===== src/omb_pkg.sv =====
// package for the operating-mode and bus-configuration block
// assumes a single clock domain and no register bus
package omb_pkg;
   // decoded operating modes, codes equal mode number
   typedef enum logic [2:0] {
      OMB_MODE4 = 3'h4,
      OMB_MODE5 = 3'h5,
      OMB_MODE6 = 3'h6,
      OMB_MODE7 = 3'h7
   } omb_mode_e;

   // bus width encodings
   localparam logic OMB_BUS_8  = 1'b0;
   localparam logic OMB_BUS_16 = 1'b1;

   // number of areas and per-area width bit meaning (1 = 8-bit)
   localparam int   OMB_AREAS       = 8;
   localparam logic [7:0] OMB_ABW_ALL8  = 8'hFF;
   localparam logic [7:0] OMB_ABW_ALL16 = 8'h00;

   // address space: 24 address bits = 16 Mbytes
   localparam int   OMB_ADDR_W = 24;

   // reset values
   localparam logic [2:0] OMB_PINS_RST = 3'h7;
   localparam logic       OMB_ONCHIP_RAM_ENABLE_BIT_RST = 1'b1;
   // enabled edges after release before both strap stages hold pin levels
   localparam logic [1:0] OMB_SYNC_FILL = 2'h2;
endpackage : omb_pkg


===== src/omb_mode_ctrl.sv =====
// operating-mode decode and external bus configuration
// assumes mode straps are held stable by the board through reset
// Functional notes
// RULE1: the three mode pins 100..111 select modes 4 to 7.
// RULE2: modes 4 and 5 disable ROM; port 1 low bits and ports A-C carry address, D-E data, part of F control.
// RULE3: mode 4 starts 16-bit and drops to 8-bit only when all areas are 8-bit.
// RULE4: modes 5 and 6 start 8-bit and go 16-bit with port E as data once any area is 16-bit; mode 5 here drives port E as data at either width.
// RULE5: mode 6 enables ROM and still allows external space.
// RULE6: mode 6 keeps address ports as inputs until pin state control or port C direction bits enable them.
// RULE7: mode 7 enables ROM, blocks external access and frees all ports for general I/O.
// RULE8: every mode gives a 16-Mbyte linear advanced-mode space.
// RULE9: clearing the on-chip RAM enable bit routes the RAM region to external space; here only in modes 4 to 6, as mode 7 has no external space.
// RULE10: the mode is latched at reset release and held until the next reset.
`timescale 1ns/10ps
module omb_mode_ctrl
   import omb_pkg::*;
(
   input  wire logic        mclk,
   input  wire logic        rst,
   input  wire logic        clk_en,
   input  wire logic        mode_select_pin_2,
   input  wire logic        mode_select_pin_1,
   input  wire logic        mode_select_pin_0,
   input  wire logic [7:0]  area_width_8bit,
   input  wire logic        onchip_ram_enable_bit,
   input  wire logic        pin_state_p1_addr_en,
   input  wire logic        pin_state_pa_addr_en,
   input  wire logic        pin_state_pb_addr_en,
   input  wire logic [7:0]  port_c_dir,
   input  wire logic        ram_region_hit,
   output logic [2:0]       op_mode,
   output logic             mode_valid,
   output logic             advanced_mode,
   output logic [4:0]       addr_space_log2_mb,
   output logic             onchip_rom_en,
   output logic             ext_space_en,
   output logic             bus_width_16,
   output logic             port_e_data_en,
   output logic             port_d_data_en,
   output logic             port_f_ctrl_en,
   output logic             port_1_addr_en,
   output logic             port_a_addr_en,
   output logic             port_b_addr_en,
   output logic [7:0]       port_c_addr_en,
   output logic             ram_access_external
);

   // pin synchronisers, first stage read only by second
   logic [2:0]  pins_s1_ff,  nxt_pins_s1;
   logic [2:0]  pins_s2_ff,  nxt_pins_s2;
   // latch capture state and latched mode
   logic        latched_ff,  nxt_latched;
   logic [1:0]  fill_ff,     nxt_fill;
   omb_mode_e   mode_ff,     nxt_mode;
   // registered outputs
   logic        rom_ff, ext_ff, w16_ff, pe_ff, pd_ff, pf_ff;
   logic        nxt_rom, nxt_ext, nxt_w16, nxt_pe, nxt_pd, nxt_pf;
   logic        p1_ff, pa_ff, pb_ff, rx_ff;
   logic        nxt_p1, nxt_pa, nxt_pb, nxt_rx;
   logic [7:0]  pc_ff, nxt_pc;

   // decode a pin pattern into a mode
   function automatic omb_mode_e omb_decode(input logic [2:0] p);
      case (p)
         3'h4:    omb_decode = OMB_MODE4; // RULE1
         3'h5:    omb_decode = OMB_MODE5; // RULE1
         3'h6:    omb_decode = OMB_MODE6; // RULE1
         3'h7:    omb_decode = OMB_MODE7; // RULE1
         default: omb_decode = OMB_MODE7; // unsupported straps fall back
      endcase
   endfunction : omb_decode

   // bus width from the per-area bits: 8-bit only when every area is 8-bit,
   // which covers the mode 4 drop and the mode 5/6 rise alike
   function automatic logic omb_width(input logic [7:0] abw);
      omb_width = (abw == OMB_ABW_ALL8) ? OMB_BUS_8 : OMB_BUS_16;
   endfunction : omb_width

   // mode capture: the second strap stage still holds its reset pattern
   // until the second enabled edge after release, so the straps are read only
   // once the fill count says both stages carry real pin levels
   always_comb begin
      nxt_pins_s1 = {mode_select_pin_2, mode_select_pin_1,
                     mode_select_pin_0};
      nxt_pins_s2 = pins_s1_ff;
      nxt_fill    = fill_ff;
      nxt_latched = latched_ff;
      nxt_mode    = mode_ff;                                  // RULE10
      if (fill_ff != OMB_SYNC_FILL) begin
         nxt_fill = fill_ff + 2'h1;
      end else if (!latched_ff) begin
         nxt_latched = 1'b1;                                  // RULE10
         nxt_mode    = omb_decode(pins_s2_ff);                // RULE10
      end
   end

   // bus and port configuration from the held mode
   always_comb begin
      // defaults: ROM on, ports D and F owned, port E and address pins released
      nxt_rom = 1'b1;
      nxt_ext = 1'b1;
      nxt_w16 = OMB_BUS_8;
      nxt_pe  = 1'b0;
      nxt_pd  = 1'b1;
      nxt_pf  = 1'b1;
      nxt_p1  = 1'b0;
      nxt_pa  = 1'b0;
      nxt_pb  = 1'b0;
      nxt_pc  = 8'h00;
      case (mode_ff)
         OMB_MODE4: begin
            // expanded, ROM off, 16-bit unless every area is 8-bit
            nxt_rom = 1'b0;                                   // RULE2
            nxt_p1  = 1'b1;                                   // RULE2
            nxt_pa  = 1'b1;                                   // RULE2
            nxt_pb  = 1'b1;                                   // RULE2
            nxt_pc  = 8'hFF;                                  // RULE2
            nxt_w16 = omb_width(area_width_8bit);             // RULE3
            nxt_pe  = 1'b1;                                   // RULE2
         end
         OMB_MODE5: begin
            nxt_rom = 1'b0;                                   // RULE2
            nxt_p1  = 1'b1;                                   // RULE2
            nxt_pa  = 1'b1;                                   // RULE2
            nxt_pb  = 1'b1;                                   // RULE2
            nxt_pc  = 8'hFF;                                  // RULE2
            nxt_w16 = omb_width(area_width_8bit);             // RULE4
            nxt_pe  = 1'b1;                                   // RULE2
         end
         OMB_MODE6: begin
            // address lines stay inputs until software hands them over
            nxt_rom = 1'b1;                                   // RULE5
            nxt_ext = 1'b1;                                   // RULE5
            nxt_p1  = pin_state_p1_addr_en;                   // RULE6
            nxt_pa  = pin_state_pa_addr_en;                   // RULE6
            nxt_pb  = pin_state_pb_addr_en;                   // RULE6
            nxt_pc  = port_c_dir;                             // RULE6
            nxt_w16 = omb_width(area_width_8bit);             // RULE4
            nxt_pe  = nxt_w16;                                // RULE4
         end
         OMB_MODE7: begin
            // single-chip: no external space, every port general I/O
            nxt_rom = 1'b1;                                   // RULE7
            nxt_ext = 1'b0;                                   // RULE7
            nxt_pd  = 1'b0;                                   // RULE7
            nxt_pf  = 1'b0;                                   // RULE7
         end
         default: begin
            nxt_ext = 1'b0;
            nxt_pd  = 1'b0;
            nxt_pf  = 1'b0;
         end
      endcase
      // ram region goes external only when external space exists
      nxt_rx = ram_region_hit & ~onchip_ram_enable_bit & nxt_ext; // RULE9
   end

   // capture registers
   always_ff @(posedge mclk or posedge rst) begin
      if (rst) begin
         pins_s1_ff <= OMB_PINS_RST;
         pins_s2_ff <= OMB_PINS_RST;
         latched_ff <= 1'b0;
         fill_ff    <= 2'h0;
         mode_ff    <= OMB_MODE7;
      end else if (clk_en) begin
         pins_s1_ff <= nxt_pins_s1;
         pins_s2_ff <= nxt_pins_s2;
         latched_ff <= nxt_latched;
         fill_ff    <= nxt_fill;
         mode_ff    <= nxt_mode;
      end
   end

   // configuration registers
   always_ff @(posedge mclk or posedge rst) begin
      if (rst) begin
         rom_ff <= 1'b1;
         ext_ff <= 1'b0;
         w16_ff <= OMB_BUS_8;
         pe_ff  <= 1'b0;
         pd_ff  <= 1'b0;
         pf_ff  <= 1'b0;
         p1_ff  <= 1'b0;
         pa_ff  <= 1'b0;
         pb_ff  <= 1'b0;
         pc_ff  <= 8'h00;
         rx_ff  <= 1'b0;
      end else if (clk_en) begin
         rom_ff <= nxt_rom;
         ext_ff <= nxt_ext;
         w16_ff <= nxt_w16;
         pe_ff  <= nxt_pe;
         pd_ff  <= nxt_pd;
         pf_ff  <= nxt_pf;
         p1_ff  <= nxt_p1;
         pa_ff  <= nxt_pa;
         pb_ff  <= nxt_pb;
         pc_ff  <= nxt_pc;
         rx_ff  <= nxt_rx;
      end
   end

   // outputs: configuration only valid after the mode is held
   assign op_mode             = mode_ff;
   assign mode_valid          = latched_ff;
   // every mode is the same 24-bit advanced space, so these are fixed
   assign advanced_mode       = 1'b1;                         // RULE8
   assign addr_space_log2_mb  = 5'h04;                        // RULE8
   assign onchip_rom_en       = rom_ff;
   assign ext_space_en        = ext_ff;
   assign bus_width_16        = w16_ff;
   assign port_e_data_en      = pe_ff;
   assign port_d_data_en      = pd_ff;
   assign port_f_ctrl_en      = pf_ff;
   assign port_1_addr_en      = p1_ff;
   assign port_a_addr_en      = pa_ff;
   assign port_b_addr_en      = pb_ff;
   assign port_c_addr_en      = pc_ff;
   assign ram_access_external = rx_ff;

endmodule : omb_mode_ctrl


===== config.mk =====
export PLATFORM = sky130hd
export DESIGN_NAME = omb_mode_ctrl
export DESIGN_NICKNAME = d
export VERILOG_FILES = /design/src/omb_pkg.sv /design/src/omb_mode_ctrl.sv
export SDC_FILE = /design/constraint.sdc
export NUM_CORES = 1
export LEC_CHECK = 0
export ABC_AREA = 1
export BUFFER_PORTS_ARGS = -buffer_cell sky130_fd_sc_hd__buf_2
export CAP_MARGIN = 0
export CORE_UTILIZATION = 31
export DETAILED_ROUTE_END_ITERATION = 8
export PLACE_DENSITY_LB_ADDON = 0.2
export SLEW_MARGIN = 20
export SYNTH_ARGS = -nofsm -noshare
export SYNTH_HDL_FRONTEND = slang
export SYNTH_SLANG_ARGS = --single-unit

===== constraint.sdc =====
create_clock -name mclk -period 1.25 [get_ports mclk]
set_input_delay 0.125 -clock mclk [delete_from_list [all_inputs] [get_ports mclk]]
set_output_delay 0.125 -clock mclk [all_outputs]
set_load 0.1 [all_outputs]

==> metrics.log, run 1 <==
INFO  metric run_status = complete, no violations
INFO  metric post-route-drc-count = 0
INFO  metric finish.utilization = between 40% and 50%
INFO  metric clock_sink_count = 27
INFO  metric crit_path_end_kind = output port
INFO  metric number_of_antenna_violations_at_the_first_check_in_global_routing = 0
INFO  metric ant_nets = 0
INFO  metric antenna-diode-count = 0
INFO  metric post_dp_cell_area = 1510 µm²
INFO  metric critical_path.top_delay_family = flip-flops
INFO  metric max_stage_delay = 0.66 ns
INFO  metric grt_start_max_net_pins = 28
INFO  metric whs = 0.0332 ns
INFO  metric critical_path_buf_inv_count = 1
INFO  metric syn_inst = between 100 and 150
INFO  metric die_boundary_width = 64.2 µm
INFO  metric io_buffers = 47
INFO  metric critical_path.cell_chain = buf_12
INFO  metric grt_util_all_layers = 12.5%
INFO  metric clk_path_buf_depth = 2
INFO  metric first_global_vias = 931
INFO  metric setup_crit_path_kind = reg2out
INFO  metric power.clock.fraction = between 20% and 30%
INFO  metric placed_cells_incl_taps = 225
INFO  metric nNetsFinal = 211
INFO  metric setup_violations = 0
INFO  metric unrepaired_setup_endpoints_after_global_routing = yes
INFO  metric chipHeight = between 60 and 70 µm
INFO  metric critical-path-slowest-cell = sky130_fd_sc_hd__dfstp_4
INFO  metric hold_class = in2reg
INFO  metric globalplace.congestion = 0.713
INFO  metric detail_route.vias_per_cell = 4.19
INFO  metric finalNonFillerCells = 230
INFO  metric r2r.worst_path.cells = 3
INFO  metric power_per_cell_area = 1200 nW/µm²
INFO  metric layout.cells.most_common_list = sky130_fd_sc_hd__nand2_1 (43), sky130_fd_sc_hd__buf_2 (40), sky130_fd_sc_hd__nor2_1 (17)
INFO  metric timing_max_transition_violations_final = 0
INFO  metric floorplan.rows = 22
INFO  metric drt_pre_antenna_iters = 4
INFO  metric net-switching-power = ~590 µW
INFO  metric synthDistinctLibCells = 20
INFO  metric most_frequent_standard_cell_in_the_layout_excluding_fill_and_tap_cells = sky130_fd_sc_hd__nand2_1
INFO  metric ir_worst_vdd = 0.644 mV
INFO  metric leakagePower = 0.000767 µW
INFO  metric via_count = 963
INFO  metric synth-seq-cells = 27
INFO  metric crit_path_max_fanout = 4
INFO  metric cts_root_buffer = sky130_fd_sc_hd__clkbuf_8
INFO  metric ctsHtreeMaxLevel = 1
INFO  metric die_footprint = ~4000 µm²
INFO  metric synth_area_per_cell = 8.82 µm²
INFO  metric detailed_placer_s_ending_hpwl = 1.76 mm
INFO  metric hold_viol = 0
INFO  metric detail_route.iter0.violations = 41
INFO  metric filler_cell_count = 378
INFO  metric startpoint_type = flip-flop
INFO  metric final_area = between 1500 and 2000 µm²
INFO  metric synth_edf_count = 0
INFO  metric cts_tree = done
INFO  metric grt_first_pass_wirelength = ~4.0 mm
INFO  metric period_share = 98.4%
INFO  metric io_pins = 55
INFO  metric cellInternalPower = 1300 µW
INFO  metric cts.clk_slew.worst_paths = ~0.09 ns
INFO  metric floorplan.initialDensity = 32.5%
INFO  metric share_seq_of_total_power = 51.5%
INFO  metric wire_per_inst = ~10 µm
INFO  metric tritoncts_buffer_count = 3
INFO  metric finalCriticalPeriod = 1.23 ns
INFO  metric synth_area = 1200 µm²
INFO  metric gate_power_share = 23.3%
INFO  metric yosysSeqAreaShare = 57.2%
INFO  metric clock_insertion_delay_worst_skew = 0.27 ns
INFO  metric area_growth_syn_to_layout = 31.0%
INFO  metric final_skew = between 0.003 and 0.004 ns
INFO  metric postSynth.asyncResetShare = 100%
INFO  metric route.final.wire_length = 2.41 mm
INFO  metric fraction_of_layout_instances_using_a_drive_strength_above_1 = 39.6%
INFO  metric worstPathRequired = 1.12 ns
INFO  metric max_cap_viol_count = 0
INFO  metric switching_share = a little under a third
INFO  metric max_freq = 813 MHz
INFO  metric critical_path_depth = 1
INFO  metric synth-main-ff-cell = sky130_fd_sc_hd__dfrtp_1
INFO  metric finalSetupTns = 0 ns
INFO  metric core_region_area = about 3700 µm²
INFO  metric sum_of_overflow_across_all_layers_after_global_routing = 0
INFO  metric worstPathArrival = 1.11 ns
INFO  metric yosys_warnings = 0
INFO  metric holdPathStages = 2
-- area by class of cell --
cell class	instances	area, µm²	share of cell area, %
Clock buffer	3	41.3	2.63
Clock inverter	1	5.00	0.318
Inverter	9	36.3	2.31
Multi-Input combinational cell	91	397	25.2
Sequential cell	27	697	44.3
Tap cell	48	60.1	3.82
Timing Repair Buffer	51	335	21.3
-- cell families after synthesis --
kind of cell / synth area share (%)
adder cells (fa/ha/maj): 1.04
AO/OA/AOI/OAI: 8.13
buffers and inverters: 11.5
AND/OR/NAND/NOR: 20.8
other: 0.626
XOR/XNOR: 0.730
flip-flops: 57.2
-- flip-flops by register name, indices dropped and copies added, names as in the netlist, 2 cells and up --
| signal | cells |
|---|---|
| fill_ff | 2 |
| nxt_pins_s2 | 3 |
| op_mode | 2 |
| pins_s2_ff | 3 |
| port_c_addr_en | 8 |
-- per-stage QoR --
| step | worst slack, ns | power [µW] |
|---|---|---|
| final | 0.0194 | 1890 |
| after global routing | -0.0162 | 2010 |
| after CTS | 0.00980 | 1920 |
| after detailed placement | 0.129 | 1430 |
| after global placement | 0.138 | 1420 |
| after floorplan | 0.0120 | 1360 |
-- final timing paths --
check	endpoint	slack, ns	start
setup / recovery	op_mode[0]	0.02	op_mode[0]
hold / removal	ram_access_external	0.03	onchip_ram_enable_bit
setup reg to reg	port_c_addr_en[6]	0.13	op_mode[1]
hold reg to reg	pins_s2_ff[1]	0.47	pins_s2_ff[1]
max in group asynchronous	pins_s2_ff[0]	0.50	rst
min in group asynchronous	port_c_addr_en[7]	0.45	rst
-- layer usage --
| metal | routed length [µm] | global-route usage [%] |
|---|---|---|
| met3 | 175 | 3.93 |
| met1 | 1070 | 16.4 |
| met2 | 1140 | 20.3 |
| met5 | 0 | 0 |
| met4 | 13 | 2.50 |
-- power by group through the flow --
| stage | Combinational (µW) | Sequential [µW] | Clock (µW) |
|---|---|---|---|
| global placement | 431 | 987 | 0 |
| floorplan | 326 | 1040 | 0 |
| CTS | 443 | 973 | 504 |
| global route | 483 | 979 | 545 |
| detailed placement | 439 | 990 | 0 |
| finish | 439 | 973 | 477 |
-- what timing repair did --
item | 4_1_cts | 5_1_grt
hold endpoints to repair | 18 | 0
setup buffers | 0 | 0
gates resized for setup | 0 | 3
setup endpoints to repair | 0 | 5
hold buffers | 1 | 0
-- cells in the mapped netlist, types with 2 or more instances --
| master | instances | area (µm²) |
|---|---|---|
| sky130_fd_sc_hd__nor2_1 | 17 | 63.8 |
| sky130_fd_sc_hd__buf_2 | 3 | 15.0 |
| sky130_fd_sc_hd__conb_1 | 2 | 7.51 |
| sky130_fd_sc_hd__nand2_1 | 44 | 165 |
| sky130_fd_sc_hd__dfstp_2 | 9 | 236 |
| sky130_fd_sc_hd__inv_1 | 8 | 30.0 |
| sky130_fd_sc_hd__a21oi_1 | 13 | 65.1 |
| sky130_fd_sc_hd__buf_4 | 10 | 75.1 |
| sky130_fd_sc_hd__o21ai_0 | 2 | 10.0 |
| sky130_fd_sc_hd__dfrtp_1 | 18 | 450 |
No activity file was read; power rests on OpenSTA's default activity.
==> run 2, diff against run 1 <==
--- a/config.mk
+++ b/config.mk
@@ -8,6 +8,8 @@
 export ABC_AREA = 1
 export BUFFER_PORTS_ARGS = -buffer_cell sky130_fd_sc_hd__buf_2
 export CAP_MARGIN = 0
+export CELL_PAD_IN_SITES_DETAIL_PLACEMENT = 0
+export CELL_PAD_IN_SITES_GLOBAL_PLACEMENT = 1
 export CORE_UTILIZATION = 31
 export DETAILED_ROUTE_END_ITERATION = 8
 export PLACE_DENSITY_LB_ADDON = 0.2
==> constraint.sdc (replaced) <==
create_clock -name mclk -period 1.4 [get_ports mclk]
set_input_delay 0.14 -clock mclk [delete_from_list [all_inputs] [get_ports mclk]]
set_output_delay 0.14 -clock mclk [all_outputs]
set_load 0.1 [all_outputs]
==> run 2 against run 1 <==
  * Critical path depth is the same
  * Utilization shrank 1.2 points
  * Hold slack gained 0.012 ns
  * Design area shrank 2.8%
  * Worst setup slack gained 0.11 ns
  * Power shrank 10%
==> metrics.log, run 2 (same netlist as run 1, synthesis figures left out) <==
INFO  metric run_status = complete, no violations (unchanged)
INFO  metric detail_route.iter0.violations = 51 (was 41)
INFO  metric worstPathRequired = 1.26 ns (was 1.12 ns)
INFO  metric finalCriticalPeriod = 1.27 ns
INFO  metric net-switching-power = 534 µW (was 593 µW)
INFO  metric largest_register_ff_count = 8 (unchanged)
INFO  metric max_cap_viol_count = 0 (unchanged)
INFO  metric floorplan.rows = 22 (unchanged)
INFO  metric chipHeight = 64.2 µm (unchanged)
INFO  metric fin_ws = 0.127 ns (was 0.0194 ns)
INFO  metric grt_start_max_net_pins = 28 (unchanged)
INFO  metric globalplace.congestion = 0.742 (was 0.713)
INFO  metric via_count = 984 (was 963)
INFO  metric post_cts.repair.setup_buffers = 0 (unchanged)
INFO  metric regArea = 688 µm² (was 697 µm²)
INFO  metric filler_cell_count = 398 (was 378)
INFO  metric crit_path_max_fanout = 2 (was 4)
INFO  metric layout.cells.most_common_list = sky130_fd_sc_hd__nand2_1 (44), sky130_fd_sc_hd__buf_2 (44), sky130_fd_sc_hd__nor2_1 (17), sky130_fd_sc_hd__dfrtp_1 (17), sky130_fd_sc_hd__a21oi_1 (13) (was sky130_fd_sc_hd__nand2_1 (43), sky130_fd_sc_hd__buf_2 (40), sky130_fd_sc_hd__nor2_1 (17))
INFO  metric drt_pre_antenna_iters = 4 (unchanged)
INFO  metric die_boundary_width = 64.2 µm (unchanged)
INFO  metric power_per_cell_area = 1110 nW/µm² (was 1200 nW/µm²)
INFO  metric tritoncts_buffer_count = 3 (unchanged)
INFO  metric route.final.wire_length = 2.25 mm (was 2.41 mm)
INFO  metric share_seq_of_total_power = 51.4% (was 51.5%)
INFO  metric preCtsSetupSlack = 0.207 ns (was 0.129 ns)
INFO  metric antenna-diode-count = 0 (unchanged)
INFO  metric cts_root_buffer = sky130_fd_sc_hd__clkbuf_8 (unchanged)
INFO  metric final_skew = 0.00342 ns (was 0.00345 ns)
INFO  metric wire_per_inst = 9.78 µm (was 10.5 µm)
INFO  metric top_usage_layer = met2 (unchanged)
INFO  metric leakagePower = 0.000748 µW (was 0.000767 µW)
INFO  metric switching_share = 31.5% (was 31.4%)
INFO  metric critical_path.top_delay_family = flip-flops (unchanged)
INFO  metric cts_tree = done (unchanged)
INFO  metric gate_power_share = 23.0% (was 23.3%)
INFO  metric multi_input_area = 394 µm² (was 397 µm²)
INFO  metric clock_insertion_delay_worst_skew = 0.27 ns (about the same)
INFO  metric critical_path_buf_inv_count = 1 (unchanged)
INFO  metric nNetsFinal = 211 (unchanged)
INFO  metric ctsHtreeMaxLevel = 1 (unchanged)
INFO  metric core_region_area = 3690 µm² (unchanged)
INFO  metric hold_class = in2reg (unchanged)
INFO  metric max_stage_delay = 0.54 ns (was 0.66 ns)
INFO  metric period_share = 90.9%
INFO  metric unrepaired_setup_endpoints_after_global_routing = no (was yes)
INFO  metric critical-path-slowest-cell = sky130_fd_sc_hd__dfstp_2 (was sky130_fd_sc_hd__dfstp_4)
INFO  metric detail_route.vias_per_cell = 4.28 (was 4.19)
INFO  metric max_freq = around 790 MHz
INFO  metric setup_crit_path_kind = reg2out (unchanged)
INFO  metric number_of_antenna_violations_at_the_first_check_in_global_routing = 0 (unchanged)
INFO  metric fraction_of_layout_instances_using_a_drive_strength_above_1 = 37.4% (was 39.6%)
INFO  metric grt_use_met3 = 2.14% (was 3.93%)
INFO  metric worstPathArrival = 1.13 ns (was 1.11 ns)
INFO  metric first_global_vias = 903 (was 931)
INFO  metric ant_nets = 0 (unchanged)
INFO  metric floorplan.initialDensity = 32.5% (unchanged)
INFO  metric die_footprint = 4120 µm² (unchanged)
INFO  metric critical_path.cell_chain = clkbuf_4 (was buf_12)
INFO  metric startpoint_type = flip-flop (unchanged)
INFO  metric sum_of_overflow_across_all_layers_after_global_routing = 0 (unchanged)
INFO  metric hold_viol = 0 (unchanged)
INFO  metric grt_first_pass_wirelength = 3.92 mm (was 4.04 mm)
INFO  metric grt_util_met2 = 21.7% (was 20.3%)
INFO  metric cts.clk_slew.worst_paths = 0.09 ns (about the same)
INFO  metric post-route-drc-count = 0 (unchanged)
INFO  metric ir_worst_vdd = 0.349 mV (was 0.644 mV)
INFO  metric io_buffers = 47 (unchanged)
INFO  metric setup_violations = 0 (unchanged)
INFO  metric finalSetupTns = 0 ns (unchanged)
INFO  metric io_pins = 55 (unchanged)
INFO  metric area_growth_syn_to_layout = 27.3% (was 31.0%)
INFO  metric cellInternalPower = 1160 µW (was 1300 µW)
INFO  metric clock_sink_count = 27 (unchanged)
INFO  metric crit_path_end_kind = output port (unchanged)
INFO  metric timing_max_transition_violations_final = 0 (unchanged)
INFO  metric detailed_placer_s_ending_hpwl = 1.73 mm (was 1.76 mm)
INFO  metric grt.met1_usage = 14.2% (was 16.4%)
INFO  metric clk_path_buf_depth = 2 (unchanged)
INFO  metric grt_util_all_layers = 12.2% (was 12.5%)
INFO  metric power.clock.fraction = 25.7% (was 25.2%)
==> run 2: per-stage QoR <==
step / std cells / power (µW) / hold WS (ns) / cell area [µm²] / utilization [%]
after floorplan: 141 / 1220 / 0.186 / 1220 / -
after global placement: 225 / 1270 / 0.211 / 1470 / 39.8
after detailed placement: 225 / 1280 / 0.217 / 1470 / 39.8
after CTS: 230 / 1720 / 0.0402 / 1530 / 41.4
after global routing: 230 / 1790 / 0.0393 / 1530 / 41.4
final: 230 / 1690 / 0.0453 / 1530 / 41.4
==> run 2: worst paths after layout <==
path	cells after the start	to	slack (ns)	from
setup reg to reg	3	port_1_addr_en	0.22	op_mode[1]
min in group asynchronous	4	port_1_addr_en	0.46	rst
max in group asynchronous	4	op_mode[1]	0.63	rst
hold reg to reg	2	nxt_pins_s2[2]	0.47	nxt_pins_s2[2]
setup / recovery	1	onchip_rom_en	0.13	onchip_rom_en
hold / removal	2	ram_access_external	0.05	onchip_ram_enable_bit
==> run 2: repair_timing <==
action | CTS | global route
setup endpoints to repair | 0 | 1
hold endpoints to repair | 18 | 0
gates resized for setup | 0 | 1
hold buffers | 1 | 0
==> run 2: metal layers <==
layer,vias to the layer above,wire length [µm]
li1,493,-
met1,461,944
met2,30,1170
met3,0,131
met4,0,0
met5,-,0
==> run 2: power groups by stage <==
stage	clock network [µW]	logic [µW]	registers (µW)
floorplan	0	291	925
global placement	0	386	882
detailed placement	0	392	884
CTS	457	397	870
global route	482	437	877
finish	434	388	869
==> run 2: cell type report <==
type	instances	area share, %
clock buffers	3	2.70
clock inverters	1	0.491
inverters	9	2.38
repair buffers	51	19.7
well taps	48	3.93
multi-input cells	91	25.8
flip-flops and latches	27	45.0
